`src/tcc_regs.svh`:
```
// Constants of the timer/counter with capture/compare channels
`ifndef TCC_REGS_SVH
`define TCC_REGS_SVH

// Channel count and counter word size
`define TCC_NUM_CHAN        6
`define TCC_CHAN_IDX_W      3
`define TCC_WORD_W          32

// Width select encodings
`define TCC_WIDTH_16        2'h0
`define TCC_WIDTH_08        2'h1
`define TCC_WIDTH_24        2'h2
`define TCC_WIDTH_32        2'h3

// Counter masks for each width
`define TCC_MASK_16         32'h0000ffff
`define TCC_MASK_08         32'h000000ff
`define TCC_MASK_24         32'h00ffffff
`define TCC_MASK_32         32'hffffffff

// Divider exponent field and the point where the slow source takes over
`define TCC_DIV_EXP_W       4
`define TCC_SLOW_SRC_EXP    4'h4
`define TCC_PRESC_W         16

// Reset values
`define TCC_RST_COUNT       32'h00000000
`define TCC_RST_CHAN        32'h00000000
`define TCC_RST_PRESC       16'h0000
`define TCC_RST_ARMED       6'h3f

`endif

```
`src/tcc_pkg.sv`:
```
// Types shared by the timer/counter modules
package tcc_pkg;

    // Operating mode of the counter
    typedef enum logic {TCC_MODE_TIMER, TCC_MODE_COUNTER} tcc_mode_t;

    // Run state of the counter
    typedef enum logic {TCC_HALTED, TCC_RUNNING} tcc_run_t;

    // One counter or channel word
    typedef logic [31:0] tcc_word_t;

    // One flag per channel
    typedef logic [5:0] tcc_chan_vec_t;

endpackage

```
`src/tcc_chan_if.sv`:
```
// Carrier between the counter core and its channel value bank
`timescale 1ns/1ps
interface tcc_chan_if;
    import tcc_pkg::*;

    tcc_chan_vec_t cap_en;       // Capture strobe per channel
    tcc_word_t     cap_data;     // Value to capture
    tcc_chan_vec_t wr_en;        // Software write strobe per channel
    tcc_word_t     wr_data;      // Software write data
    logic [2:0]    rd_sel;       // Read select
    tcc_word_t     rd_data;      // Registered read data
    tcc_word_t     value [6];    // All channel values for comparison
    tcc_chan_vec_t armed;        // Single-match arm per channel
    tcc_chan_vec_t disarm;       // Disarm strobe per channel

    modport core (output cap_en, cap_data, wr_en, wr_data, rd_sel, disarm,
                  input  rd_data, value, armed);
    modport bank (input  cap_en, cap_data, wr_en, wr_data, rd_sel, disarm,
                  output rd_data, value, armed);
endinterface

```
`src/tcc_chan_bank.sv`:
```
// Channel value registers with single-match arming and registered read
`timescale 1ns/1ps
`include "tcc_regs.svh"
module tcc_chan_bank
    import tcc_pkg::*;
(
    // Clock and reset
    input  wire logic i_ref_clk,
    input  wire logic i_rst_n,
    // Channel carrier
    tcc_chan_if.bank  chan
);

    tcc_word_t     value_r [`TCC_NUM_CHAN];
    tcc_chan_vec_t armed_r;

    // Per-channel value and arm state
    genvar g;
    generate
        for (g = 0; g < `TCC_NUM_CHAN; g++)
        begin : g_chan
            // Capture beats a software write in the same cycle
            always_ff @(posedge i_ref_clk)
            begin
                if (!i_rst_n)
                    value_r[g] <= `TCC_RST_CHAN;
                else if (chan.cap_en[g])
                    value_r[g] <= chan.cap_data;
                else if (chan.wr_en[g])
                    value_r[g] <= chan.wr_data;
            end

            // Arm on write, disarm after a single match; write wins
            always_ff @(posedge i_ref_clk)
            begin
                if (!i_rst_n)
                    armed_r[g] <= 1'b1;
                else if (chan.wr_en[g])
                    armed_r[g] <= 1'b1;
                else if (chan.disarm[g])
                    armed_r[g] <= 1'b0;
            end

            assign chan.value[g] = value_r[g];
        end
    endgenerate

    // Registered read port; out-of-range select reads zero
    always_ff @(posedge i_ref_clk)
    begin
        if (!i_rst_n)
            chan.rd_data <= `TCC_RST_CHAN;
        else if (chan.rd_sel < 3'(`TCC_NUM_CHAN))
            chan.rd_data <= value_r[chan.rd_sel];
        else
            chan.rd_data <= `TCC_RST_CHAN;
    end

    assign chan.armed = armed_r;

endmodule // tcc_chan_bank

```
`src/tcc_timer.sv`:
```
// Timer/counter core with six capture/compare channels
//
// Summary of operation
// - Start task begins counting, halt task stops it, in both modes.
// - Resuming after halt continues from the held counter value.
// - Timer mode increments on each tick of 16 MHz over two to the exponent.
// - Four-bit divider exponent selects power-of-two division.
// - At or below 1 MHz the ticks come from the 1 MHz clock.
// - Counter mode increments on increment task, ignoring the divider.
// - Timer mode ignores the increment task.
// - Width select sets the counter maximum value.
// - Increment past maximum wraps to zero and keeps counting.
// - Zero task sets the counter to zero.
// - One snapshot task and one match event per channel.
// - Snapshot task copies the counter into the channel value register.
// - Match event only when an increment makes counter equal the channel.
// - Comparison uses only bits inside the configured width.
// - Single-match raises the event only on first match after a write or reset.
// - Zero, increment and halt tasks act within one fast clock cycle.
// - Start and halt together: halt wins.
// - Snapshot and zero together: zero wins, channel receives zero.
// - Six channels, zero through five, each with snapshot and value.
`timescale 1ns/1ps
`include "tcc_regs.svh"
module tcc_timer
    import tcc_pkg::*;
(
    // Clock and reset
    input  wire logic        i_ref_clk,
    input  wire logic        i_rst_n,
    // Base clock tick enables, one cycle each
    input  wire logic        i_periph_clk_sixteen_tick,
    input  wire logic        i_periph_clk_one_tick,
    // Tasks, one-cycle pulses
    input  wire logic        i_task_start,
    input  wire logic        i_task_halt,
    input  wire logic        i_task_increment,
    input  wire logic        i_task_zero,
    input  wire logic [5:0]  i_task_snapshot,
    // Configuration
    input  wire logic        i_mode_counter,
    input  wire logic [1:0]  i_width_select,
    input  wire logic [3:0]  i_divider_exp,
    input  wire logic [5:0]  i_single_match_enable,
    // Channel value write and read
    input  wire logic [5:0]  i_chan_wr_en,
    input  wire logic [31:0] i_chan_wr_data,
    input  wire logic [2:0]  i_chan_rd_sel,
    // Match flag clear, one-cycle pulses
    input  wire logic [5:0]  i_match_flag_clr,
    // Status
    output logic             o_running,
    output logic             o_slow_source,
    output logic [31:0]      o_count_value,
    output logic [31:0]      o_chan_rd_data,
    // Events and flags
    output logic [5:0]       o_match_event,
    output logic [5:0]       o_match_flag
);

    // Internal state
    tcc_run_t      run_r;
    tcc_run_t      run_nxt;
    tcc_word_t     count_r;
    tcc_word_t     count_nxt;
    tcc_word_t     count_inc;
    tcc_word_t     width_mask;
    logic [`TCC_PRESC_W-1:0] presc_r;
    logic [`TCC_PRESC_W-1:0] presc_mask;
    logic [3:0]    presc_shift;
    logic          slow_src;
    logic          src_tick;
    logic          timer_tick;
    logic          inc_req;
    logic          do_inc;
    tcc_mode_t     mode;
    tcc_chan_vec_t match_hit;
    tcc_chan_vec_t match_fire;
    tcc_chan_vec_t match_evt_r;
    tcc_chan_vec_t match_flag_r;
    logic          slow_src_r;

    // Channel bank carrier
    tcc_chan_if chan ();

    assign mode = i_mode_counter ? TCC_MODE_COUNTER : TCC_MODE_TIMER;

    // Run state: halt beats start in the same cycle
    always_comb
    begin
        run_nxt = run_r;
        if (i_task_halt)
            run_nxt = TCC_HALTED;
        else if (i_task_start)
            run_nxt = TCC_RUNNING;
    end

    always_ff @(posedge i_ref_clk)
    begin
        if (!i_rst_n)
            run_r <= TCC_HALTED;
        else
            run_r <= run_nxt;
    end

    // Maximum counter value from the width select
    always_comb
    begin
        width_mask = `TCC_MASK_16;
        unique case (i_width_select)
            `TCC_WIDTH_16: width_mask = `TCC_MASK_16;
            `TCC_WIDTH_08: width_mask = `TCC_MASK_08;
            `TCC_WIDTH_24: width_mask = `TCC_MASK_24;
            `TCC_WIDTH_32: width_mask = `TCC_MASK_32;
        endcase
    end

    // Source choice: exponents of four and up give 1 MHz or less
    always_comb
    begin
        slow_src    = (i_divider_exp >= `TCC_SLOW_SRC_EXP);
        presc_shift = slow_src ? (i_divider_exp - `TCC_SLOW_SRC_EXP)
                               : i_divider_exp;
        presc_mask  = ~(`TCC_PRESC_W'(16'hffff) << presc_shift);
        src_tick    = slow_src ? i_periph_clk_one_tick
                               : i_periph_clk_sixteen_tick;
    end

    // Timer tick when all divided bits of the prescaler are ones
    assign timer_tick = src_tick && ((presc_r & presc_mask) == presc_mask);

    // Prescaler runs only while timing; zero task restarts it for accuracy
    always_ff @(posedge i_ref_clk)
    begin
        if (!i_rst_n)
            presc_r <= `TCC_RST_PRESC;
        else if (i_task_zero)
            presc_r <= `TCC_RST_PRESC;
        else if ((run_r == TCC_RUNNING) && (mode == TCC_MODE_TIMER) && src_tick)
            presc_r <= presc_r + `TCC_PRESC_W'(16'h0001);
    end

    // Increment request depends on mode
    always_comb
    begin
        inc_req = 1'b0;
        unique case (mode)
            TCC_MODE_TIMER:   inc_req = timer_tick;
            TCC_MODE_COUNTER: inc_req = i_task_increment;
        endcase
    end

    // An increment happens only while running and never with a zero task
    assign do_inc = (run_r == TCC_RUNNING) && inc_req && !i_task_zero;

    // Next count wraps at the configured width
    assign count_inc = (count_r + 32'h00000001) & width_mask;

    always_comb
    begin
        count_nxt = count_r;
        if (i_task_zero)
            count_nxt = `TCC_RST_COUNT;
        else if (do_inc)
            count_nxt = count_inc;
    end

    always_ff @(posedge i_ref_clk)
    begin
        if (!i_rst_n)
            count_r <= `TCC_RST_COUNT;
        else
            count_r <= count_nxt;
    end

    // Snapshot, write and read traffic into the channel bank
    always_comb
    begin
        chan.cap_en   = i_task_snapshot;
        chan.cap_data = i_task_zero ? `TCC_RST_COUNT : count_r;
        chan.wr_en    = i_chan_wr_en;
        chan.wr_data  = i_chan_wr_data;
        chan.rd_sel   = i_chan_rd_sel;
        chan.disarm   = match_fire & i_single_match_enable;
    end

    // Compare per channel on the incremented value, masked to the width
    genvar g;
    generate
        for (g = 0; g < `TCC_NUM_CHAN; g++)
        begin : g_cmp
            assign match_hit[g] = do_inc &&
                ((count_inc & width_mask) == (chan.value[g] & width_mask));
            assign match_fire[g] = match_hit[g] &&
                (!i_single_match_enable[g] || chan.armed[g]);
        end
    endgenerate

    // Match events, one cycle each
    always_ff @(posedge i_ref_clk)
    begin
        if (!i_rst_n)
            match_evt_r <= 6'h00;
        else
            match_evt_r <= match_fire;
    end

    // Sticky match flags; a new match beats a clear in the same cycle
    always_ff @(posedge i_ref_clk)
    begin
        if (!i_rst_n)
            match_flag_r <= 6'h00;
        else
            match_flag_r <= (match_flag_r & ~i_match_flag_clr) | match_fire;
    end

    // Clock source status
    always_ff @(posedge i_ref_clk)
    begin
        if (!i_rst_n)
            slow_src_r <= 1'b0;
        else
            slow_src_r <= slow_src;
    end

    // Six channel value registers
    tcc_chan_bank u_bank (
        .i_ref_clk (i_ref_clk),
        .i_rst_n   (i_rst_n),
        .chan      (chan.bank)
    );

    // Outputs straight from flip-flops
    assign o_running      = (run_r == TCC_RUNNING);
    assign o_slow_source  = slow_src_r;
    assign o_count_value  = count_r;
    assign o_chan_rd_data = chan.rd_data;
    assign o_match_event  = match_evt_r;
    assign o_match_flag   = match_flag_r;

endmodule // tcc_timer

```
`config.mk`:
```
export PLATFORM = sky130hd
export DESIGN_NAME = tcc_timer
export DESIGN_NICKNAME = d
export VERILOG_FILES = /design/src/tcc_pkg.sv /design/src/tcc_chan_if.sv /design/src/tcc_chan_bank.sv /design/src/tcc_timer.sv
export VERILOG_INCLUDE_DIRS = /design/src
export SDC_FILE = /design/constraint.sdc
export NUM_CORES = 1
export LEC_CHECK = 0
export BUFFER_PORTS_ARGS = -buffer_cell sky130_fd_sc_hd__buf_2
export CORE_ASPECT_RATIO = 1.25
export CORE_MARGIN = 8
export CORE_UTILIZATION = 38
export DETAILED_ROUTE_END_ITERATION = 10
export SETUP_SLACK_MARGIN = 0.4
export SYNTH_ARGS = -nofsm -noshare
export SYNTH_HDL_FRONTEND = slang
export SYNTH_SLANG_ARGS = --single-unit
```
`constraint.sdc`:
```
create_clock -name i_ref_clk -period 7.7 [get_ports i_ref_clk]
set_clock_uncertainty 0.15 [all_clocks]
set_input_delay 0.385 -clock i_ref_clk [delete_from_list [all_inputs] [get_ports i_ref_clk]]
set_output_delay 0.385 -clock i_ref_clk [all_outputs]
set_load 0.01 [all_outputs]
```
==> impl_metrics.yaml, run 1 <==
pwr:
  clockPowerShare: 0.397
  power_switching_share: 0.290
  pwr-share-seq: 0.461
  p_leak_uw: 0.00851
  powerDensity_nw_per_um2: 170
  intPower_uw: 2800
  vdd_ir_drop_max_uv: 145
  power.switching_uw: 1140
  combPwrFrac: 0.142
setup_path:
  path_max_fanout: 24
  startpoint: "o_count_value[0]"
  critPathLaunchType: "flip-flop"
  critical_path.endpoint_type: "flip-flop"
  cp_data_arrival_time_ns: 6.13
  criticalPathCategory: "flip-flop to flip-flop"
  reg2reg_from: "o_count_value[0]"
  cp.required_ns: 8.09
timing:
  period_share: 0.746
  hold_viol_final: 0
  rsz0062_at_grt: "no"
  finalCriticalPeriod_ns: 5.74
  setup_violations: 0
  tns_ns: 0
  worst_pin_slew_ns: 1.24
  fmax_ghz: 0.174
  slew_headroom: 0.164
  slew_violations: 0
worst_hold_path:
  holdCritStartpoint: "i_chan_wr_data[23]"
  hold_class: "input pin to flip-flop"
global_route:
  overflow: 0
  grt_pass1_vias: 19200
  use_met3: 0.0411
  track_usage: 0.364
  grt_pass1_wl_um: 158000
  gr-usage-met2: 0.632
  grt_max_degree: 48
  busiest_layer: "met2"
  use_met1: 0.441
  antenna_found_initial: 3
clock_network:
  postCtsSetupRepairBufs: 0
  clk-insertion-delay-late_ns: 0.61
  root_buffer: "clkbuf_16"
  clock_path_buffers: 3
  cts_tree: "done"
  clk_pin_slew_ns: 0.07
  cts_max_level: 1
  numCtsBuffers: 30
  clock-sinks: 287
cells_and_area:
  layout_common_cells: "edfxtp_1 (192), nor2_1 (183), nand2_1 (174), a22o_1 (155), buf_2 (150)"
  final_core_util: 0.434
  synthToLayoutAreaGrowth_pct: 13.6
  nNetsFinal: 2342
  drive_above_1_share: 0.164
  final_common_cell: "edfxtp_1"
  instances_no_fill: 2973
run_status:
  status: "finished clean"
logic_synthesis:
  synth_fp_nets: 2254
  synth-seq-cells: 287
  yosys.cell_types.count: 96
  synth-main-ff-cell: "edfxtp_1"
  seq_area_frac_synth: 0.375
  synth_area_leaders: "edfxtp_1 (28%), dfxtp_1 (9.3%), a22o_1 (6.6%)"
  netlist_area_sq_um: 20400
  yosys.area.top_type: "edfxtp_1"
  syn_area_per_cell_sq_um: 9.39
  synthArstFlopShare: 0
  ys_warn_count: 0
  yosys.area.top_type_share: 0.282
  synth_edf_count: 192
  syn_inst: 2178
floorplan:
  die_h_um: 275
  die_w_um: 223
  core_sq_um: 53500
  rows: 95
  dieArea_sq_um: 61500
  start_util: 0.382
  boundaryPins: 152
flow_run:
  maxCapViolCount: 0
drt:
  wl_per_cell_um: 38.9
  viasPerCell: 6.91
  vias: 20500
  drtPass1Iterations: 6
  drt_drc_violations_left: 0
  wl_um: 116000
  drt_iter0_markers: 2824
  ant_nets: 0
placement:
  dp.cells: 2882
  portBuffers: 151
  place_congestion: 1.04
  dpl.hpwl_um: 84900
[power by group through the flow]
stage	combinational (uW)	sequential (uW)	clock, uW
2_1_floorplan	286	1790	0
3_3_place_gp	534	1850	0
3_5_place_dp	533	1850	0
4_1_cts	547	1820	1560
5_1_grt	575	1820	1620
6_report	560	1820	1570
[sequential cells by signal (all words and copies together), names as in the netlist]
register,count
o_count_value,32
u_bank.chan.armed,6
u_bank.chan.rd_data,32
u_bank.value_r,192
o_slow_source,1
o_running,1
o_match_flag,6
presc_r,11
o_match_event,6
[per-layer routing]
metal | share of wire | routed length (um) | vias to the layer above
li1 | - | - | 8607
met1 | 0.38 | 43400 | 10300
met2 | 0.49 | 56100 | 1315
met3 | 0.072 | 8370 | 267
met4 | 0.066 | 7640 | 0
met5 | 0 | 0 | -
[worst max-delay path: stages (launching register included)]
cell and delay [ns]:
dfxtp_1 0.71, ha_1 0.52, nand3_2 0.11, buf_4 0.27, nor4_2 0.53, xnor2_1 0.59, o22ai_1 0.56, a2111oi_0 1.02
nand4_1 0.24, a2111oi_0 0.63, a41o_1 0.31
[through the flow]
stage	setup slack, ns	area (sq um)	hold slack (ns)	total power, uW
floorplan	4.25	20400	0.291	2080
global placement	2.27	21900	0.310	2380
detailed placement	2.15	21900	0.320	2380
CTS	2.14	23200	0.000839	3930
global route	1.91	23200	0.0121	4010
finish	1.96	23200	0.00981	3940
[what timing repair did]
action                                 4_1_cts  5_1_grt
hold buffers                                31        0
gates resized for setup                      0        0
endpoints found under the hold margin       58        0
[final timing paths]
kind,end,slack [ns],cells after the start
max,o_match_flag[0],1.96,10
min reg2reg,u_bank.chan.armed[5],0.33,2
max reg2reg,o_match_flag[0],1.96,10
min,u_bank.value_r[1][23],0.01,2
[kinds of logic (layout without fill, tap and decap cells)]
logic type	Yosys count	count (layout)	synth area share
simple gates	843	843	0.224
fa+ha+maj	2	2	0.00122
flops	287	287	0.375
other cells	0	4	0
xor+xnor	150	150	0.0829
mux	73	73	0.0554
buf+inv	228	340	0.0444
compound gates	595	595	0.217
[cell usage after synthesis, types with 40 or more instances]
cell and number:
or3_1 41, a22o_1 155, nand4_1 42, o21ai_0 76, edfxtp_1 192, a211oi_1 47
a21oi_1 96, nand3_1 65, mux2i_1 40, nor2b_1 43, dfxtp_1 95, nor3_1 54
clkbuf_1 156, nand2_1 174, nor2_1 184, xnor2_1 89, nor4_1 46
[area by class of cell]
type / instances / area (sq um)
Clock inverter: 20 / 245
Tap cell: 679 / 850
Antenna cell: 4 / 10.0
Multi-Input combinational cell: 1663 / 12000
Clock buffer: 36 / 783
Timing Repair Buffer: 256 / 1620
Inverter: 28 / 105
Sequential cell: 287 / 7670
Fill cell: 5239 / 30300
Power figures use the tool's default switching activity.
==> run 2, diff against run 1 <==
==> constraint.sdc (replaced) <==
create_clock -name i_ref_clk -period 5.2 [get_ports i_ref_clk]
set_clock_uncertainty 0.15 [all_clocks]
set_input_delay 0.26 -clock i_ref_clk [delete_from_list [all_inputs] [get_ports i_ref_clk]]
set_output_delay 0.26 -clock i_ref_clk [all_outputs]
set_load 0.01 [all_outputs]
==> impl_metrics.yaml, run 2 (same netlist as run 1, synthesis figures left out) <==
setup_path:
  cp.required_ns: 5.56
  criticalPathCategory: "flip-flop to flip-flop"
  critical_path.endpoint_type: "flip-flop"
  critPathLaunchType: "flip-flop"
  path_max_fanout: 14
  cp_data_arrival_time_ns: 5.19
clock_network:
  cts_max_level: 1
  cts_tree: "done"
  clock-sinks: 287
  numCtsBuffers: 31
  clk_pin_slew_ns: 0.07
  postCtsSetupRepairBufs: 0
  clk-insertion-delay-late_ns: 0.63
  root_buffer: "clkbuf_16"
  clock_path_buffers: 3
global_route:
  grt_pass1_vias: 20300
  grt_pass1_wl_um: 161000
  grt_max_degree: 40
  track_usage: 0.370
  overflow: 0
  antenna_found_initial: 11
pwr:
  p_leak_uw: 0.00893
  powerDensity_nw_per_um2: 243
  vdd_ir_drop_max_uv: 246
  p_total_uw: 5820
worst_hold_path:
  hold_class: "input pin to flip-flop"
cells_and_area:
  nNetsFinal: 2431
  nFillCells: 5229
  ff_latch_area_sq_um: 7670
  top_register: "u_bank.value_r"
  instances_no_fill: 3061
  multi_input_area_sq_um: 11900
  synthToLayoutAreaGrowth_pct: 17.1
  drive_above_1_share: 0.179
  finalInstanceArea_sq_um: 24000
  largest_reg_flops: 192
  layout_common_cells: "edfxtp_1 (192), nor2_1 (183), nand2_1 (174), a22o_1 (155), buf_2 (151)"
  final_common_cell: "edfxtp_1"
floorplan:
  core_sq_um: 53500
  dieArea_sq_um: 61500
  start_util: 0.382
  die_w_um: 223
  rows: 95
  boundaryPins: 152
  die_h_um: 275
placement:
  dpl_cell_area_sq_um: 22300
  dp.cells: 2938
  place_congestion: 1.09
  dpl.hpwl_um: 88600
  portBuffers: 151
timing:
  finalCriticalPeriod_ns: 4.83
  hold_viol_final: 0
  rsz0062_at_grt: "yes"
  period_share: 0.929
  fmax_ghz: 0.207
  worst_pin_slew_ns: 1.38
  setup_violations: 0
  slew_headroom: 0.0712
  hold_slack_ns: 0.0339
  tns_ns: 0
  slew_violations: 0
drt:
  met3WireLength_um: 10700
  viasPerCell: 6.85
  dr.max_layer_used: "met5"
  wl_met2_um: 54800
  ant_nets: 0
  drt_drc_violations_left: 0
  wl_per_cell_um: 38.3
  wl_met1_um: 42400
  drt_iter0_markers: 2684
  wl_um: 117000
  drtPass1Iterations: 6
  vias: 21000
flow_run:
  maxCapViolCount: 0
run_status:
  status: "finished clean"
==> run 2: metal layers <==
| layer | global-route usage | up-vias |
|---|---|---|
| li1 | - | 8787 |
| met1 | 0.432 | 10500 |
| met2 | 0.616 | 1379 |
| met3 | 0.0722 | 340 |
| met4 | 0.246 | 10 |
| met5 | 0 | - |
==> run 2: stage by stage <==
stage | setup WS (ns) | util
after floorplan | 1.75 | -
after global placement | 0.639 | 0.417
after detailed placement | 0.648 | 0.417
after CTS | 0.583 | 0.448
after global routing | 0.312 | 0.448
final | 0.370 | 0.448
==> run 2: repair_timing <==
item,4_1_cts,5_1_grt
endpoints found under the hold margin,213,0
hold buffers,63,0
endpoints found under the setup margin,0,4
resized for setup,0,2
==> run 2: path summary, 6_finish.rpt <==
kind              depth (start not counted)  slack, ns                     start                   end
setup reg to reg                         10       0.37          o_count_value[5]  u_bank.chan.armed[0]
hold / removal                            4       0.03  i_single_match_enable[4]      o_match_event[4]
hold reg to reg                           1       0.33      u_bank.chan.armed[1]  u_bank.chan.armed[1]
setup / recovery                         10       0.37          o_count_value[5]  u_bank.chan.armed[0]
==> run 2: cell type report <==
class	count	area share
inverters	28	0.00439
diodes	2	0.000209
multi-input cells	1663	0.499
well taps	679	0.0355
clock buffers	44	0.0357
flip-flops and latches	287	0.320
repair buffers	344	0.0997
clock inverters	14	0.00575
==> run 2: critical path, cell delays in order, from the launching register on <==
cell	delay, ns
dfxtp_1	0.54
nand3_2	0.49
o31a_1	0.44
o21ai_1	0.82
buf_4	0.32
nor2_1	0.07
nor4_1	0.48
nand4_1	0.23
o41ai_1	0.47
nand3b_1	0.11
dlygate4sd3_1	0.58
==> run 2: report_power, final <==
part / switching, uW / internal [uW]
combinational: 557 / 310
sequential: 147 / 2540
clock: 1020 / 1240
==> run 3, diff against run 2 <==
--- a/config.mk
+++ b/config.mk
@@ -11,7 +11,7 @@
 export CORE_MARGIN = 8
 export CORE_UTILIZATION = 38
 export DETAILED_ROUTE_END_ITERATION = 10
-export SETUP_SLACK_MARGIN = 0.4
+export SETUP_SLACK_MARGIN = 0.05
 export SYNTH_ARGS = -nofsm -noshare
 export SYNTH_HDL_FRONTEND = slang
 export SYNTH_SLANG_ARGS = --single-unit
==> impl_metrics.yaml, run 3 (same netlist as run 1, synthesis figures left out) <==
floorplan:
  dieArea_sq_um: 61500
  boundaryPins: 152
  core_sq_um: 53500
  start_util: 0.382
  die_w_um: 223
  die_h_um: 275
  rows: 95
cells_and_area:
  drive_above_1_share: 0.179
  synthToLayoutAreaGrowth_pct: 17.4
  nFillCells: 5235
  multi_input_area_sq_um: 11900
  instances_no_fill: 3068
  final_common_cell: "edfxtp_1"
  top_register: "u_bank.value_r"
  largest_reg_flops: 192
  nNetsFinal: 2437
  ff_latch_area_sq_um: 7670
  final_core_util: 0.449
  layout_common_cells: "edfxtp_1 (192), nor2_1 (183), nand2_1 (174), a22o_1 (155), buf_2 (151)"
flow_run:
  maxCapViolCount: 0
setup_path:
  reg2reg_setup_slack_ns: 0.11
  reg2reg_from: "o_count_value[7]"
  path_max_fanout: 11
  criticalPathCategory: "flip-flop to flip-flop"
  cp_data_arrival_time_ns: 5.45
  reg2reg_depth: 10
  cp.required_ns: 5.57
  r2r-end: "u_bank.chan.armed[3]"
  critical_path.endpoint_type: "flip-flop"
  critPathLaunchType: "flip-flop"
timing:
  hold_viol_final: 0
  setup_violations: 0
  fmax_ghz: 0.196
  worst_pin_slew_ns: 1.28
  slew_headroom: 0.145
  period_share: 0.979
  fin_ws_ns: 0.110
  tns_ns: 0
  slew_violations: 0
  rsz0062_at_grt: "no"
  finalCriticalPeriod_ns: 5.09
worst_hold_path:
  hold_end: "o_match_event[4]"
  hold_class: "input pin to flip-flop"
  hold_path_depth: 4
  holdCritStartpoint: "i_single_match_enable[4]"
global_route:
  overflow: 0
  grt_pass1_vias: 20300
  antenna_found_initial: 9
  track_usage: 0.370
  grt_max_degree: 40
  grt_pass1_wl_um: 161000
clock_network:
  clock-sinks: 287
  cts_max_level: 1
  clk-insertion-delay-late_ns: 0.64
  numCtsBuffers: 31
  root_buffer: "clkbuf_16"
  cts_tree: "done"
  clock_path_buffers: 3
  postCtsSetupRepairBufs: 0
  clk_pin_slew_ns: 0.07
drt:
  drtPass1Iterations: 6
  drt_drc_violations_left: 0
  vias: 21000
  ant_nets: 0
  wl_per_cell_um: 38.2
  viasPerCell: 6.85
  drt_iter0_markers: 2647
  wl_um: 117000
placement:
  dp.cells: 2938
  dpl.hpwl_um: 88600
  portBuffers: 151
  dp_slack_ns: 0.648
  place_congestion: 1.09
pwr:
  vdd_ir_drop_max_uv: 244
  p_total_uw: 5810
  p_leak_uw: 0.00895
  powerDensity_nw_per_um2: 242
run_status:
  status: "finished clean"
==> run 3: changes by cell type in the layout (fill, tap and decap cells not counted) <==
cell / change
diode_2: +1
or3_1: -1
o21ai_1: +1
or3_4: +1
o21ai_0: -1
dlygate4sd3_1: +6
==> run 3: critical path, cell delays in order, from the launching register on <==
cell and delay, ns:
dfxtp_1 0.68, nand4_1 0.66, nor2_1 0.60, buf_4 0.24, nand3_1 0.11, and3_1 0.29
a2111oi_0 1.02, o2111a_1 0.32, nand4_1 0.14, o32a_1 0.21, dlygate4sd3_1 0.55
==> run 3: report_power, final <==
group          total [uW]  switching (uW)  internal (uW)  leakage (uW)
clock                2250            1010           1240      0.000488
combinational         866             557            309       0.00548
sequential           2690             147           2540       0.00299
==> run 3: per-layer routing <==
metal	part of all wire	vias to the layer above	global-route usage	wire length, um
li1	-	8794	-	-
met1	0.36	10500	0.433	42100
met2	0.47	1382	0.616	54900
met3	0.093	327	0.0692	10900
met4	0.079	8	0.247	9300
met5	0.00049	-	0	57
==> run 3: per-stage QoR <==
| step | hold WS (ns) | area [sq um] |
|---|---|---|
| floorplan | 0.187 | 20400 |
| global route | 0.0660 | 24000 |
| CTS | 0.0353 | 24000 |
| finish | 0.0437 | 24000 |
| global placement | 0.272 | 22300 |
| detailed placement | 0.274 | 22300 |
==> run 3: area by class of cell <==
cell class                      instances  area share
Multi-Input combinational cell       1663       0.498
Sequential cell                       287       0.319
Timing Repair Buffer                  350       0.102
Clock buffer                           44      0.0356
Tap cell                              679      0.0354
Clock inverter                         14     0.00573
Inverter                               28     0.00438
Antenna cell                            3    0.000313
==> run 3: how the worst max path moves through the flow <==
| stage | slack, ns | startpoint | endpoint |
|---|---|---|---|
| CTS | 0.08 | o_count_value[0] | u_bank.chan.armed[5] |
| finish | 0.11 | o_count_value[7] | u_bank.chan.armed[3] |
| global route | 0.06 | o_count_value[7] | o_match_flag[0] |
| global placement | 0.64 | o_count_value[11] | u_bank.chan.armed[1] |
| floorplan | 1.75 | o_count_value[1] | o_match_event[3] |
| detailed placement | 0.65 | o_count_value[11] | u_bank.chan.armed[1] |
==> run 3: timing repair <==
item                                    CTS  global route
endpoints found under the setup margin    0             4
endpoints found under the hold margin   213             0
resized for setup                         0             5
hold buffers                             69             0
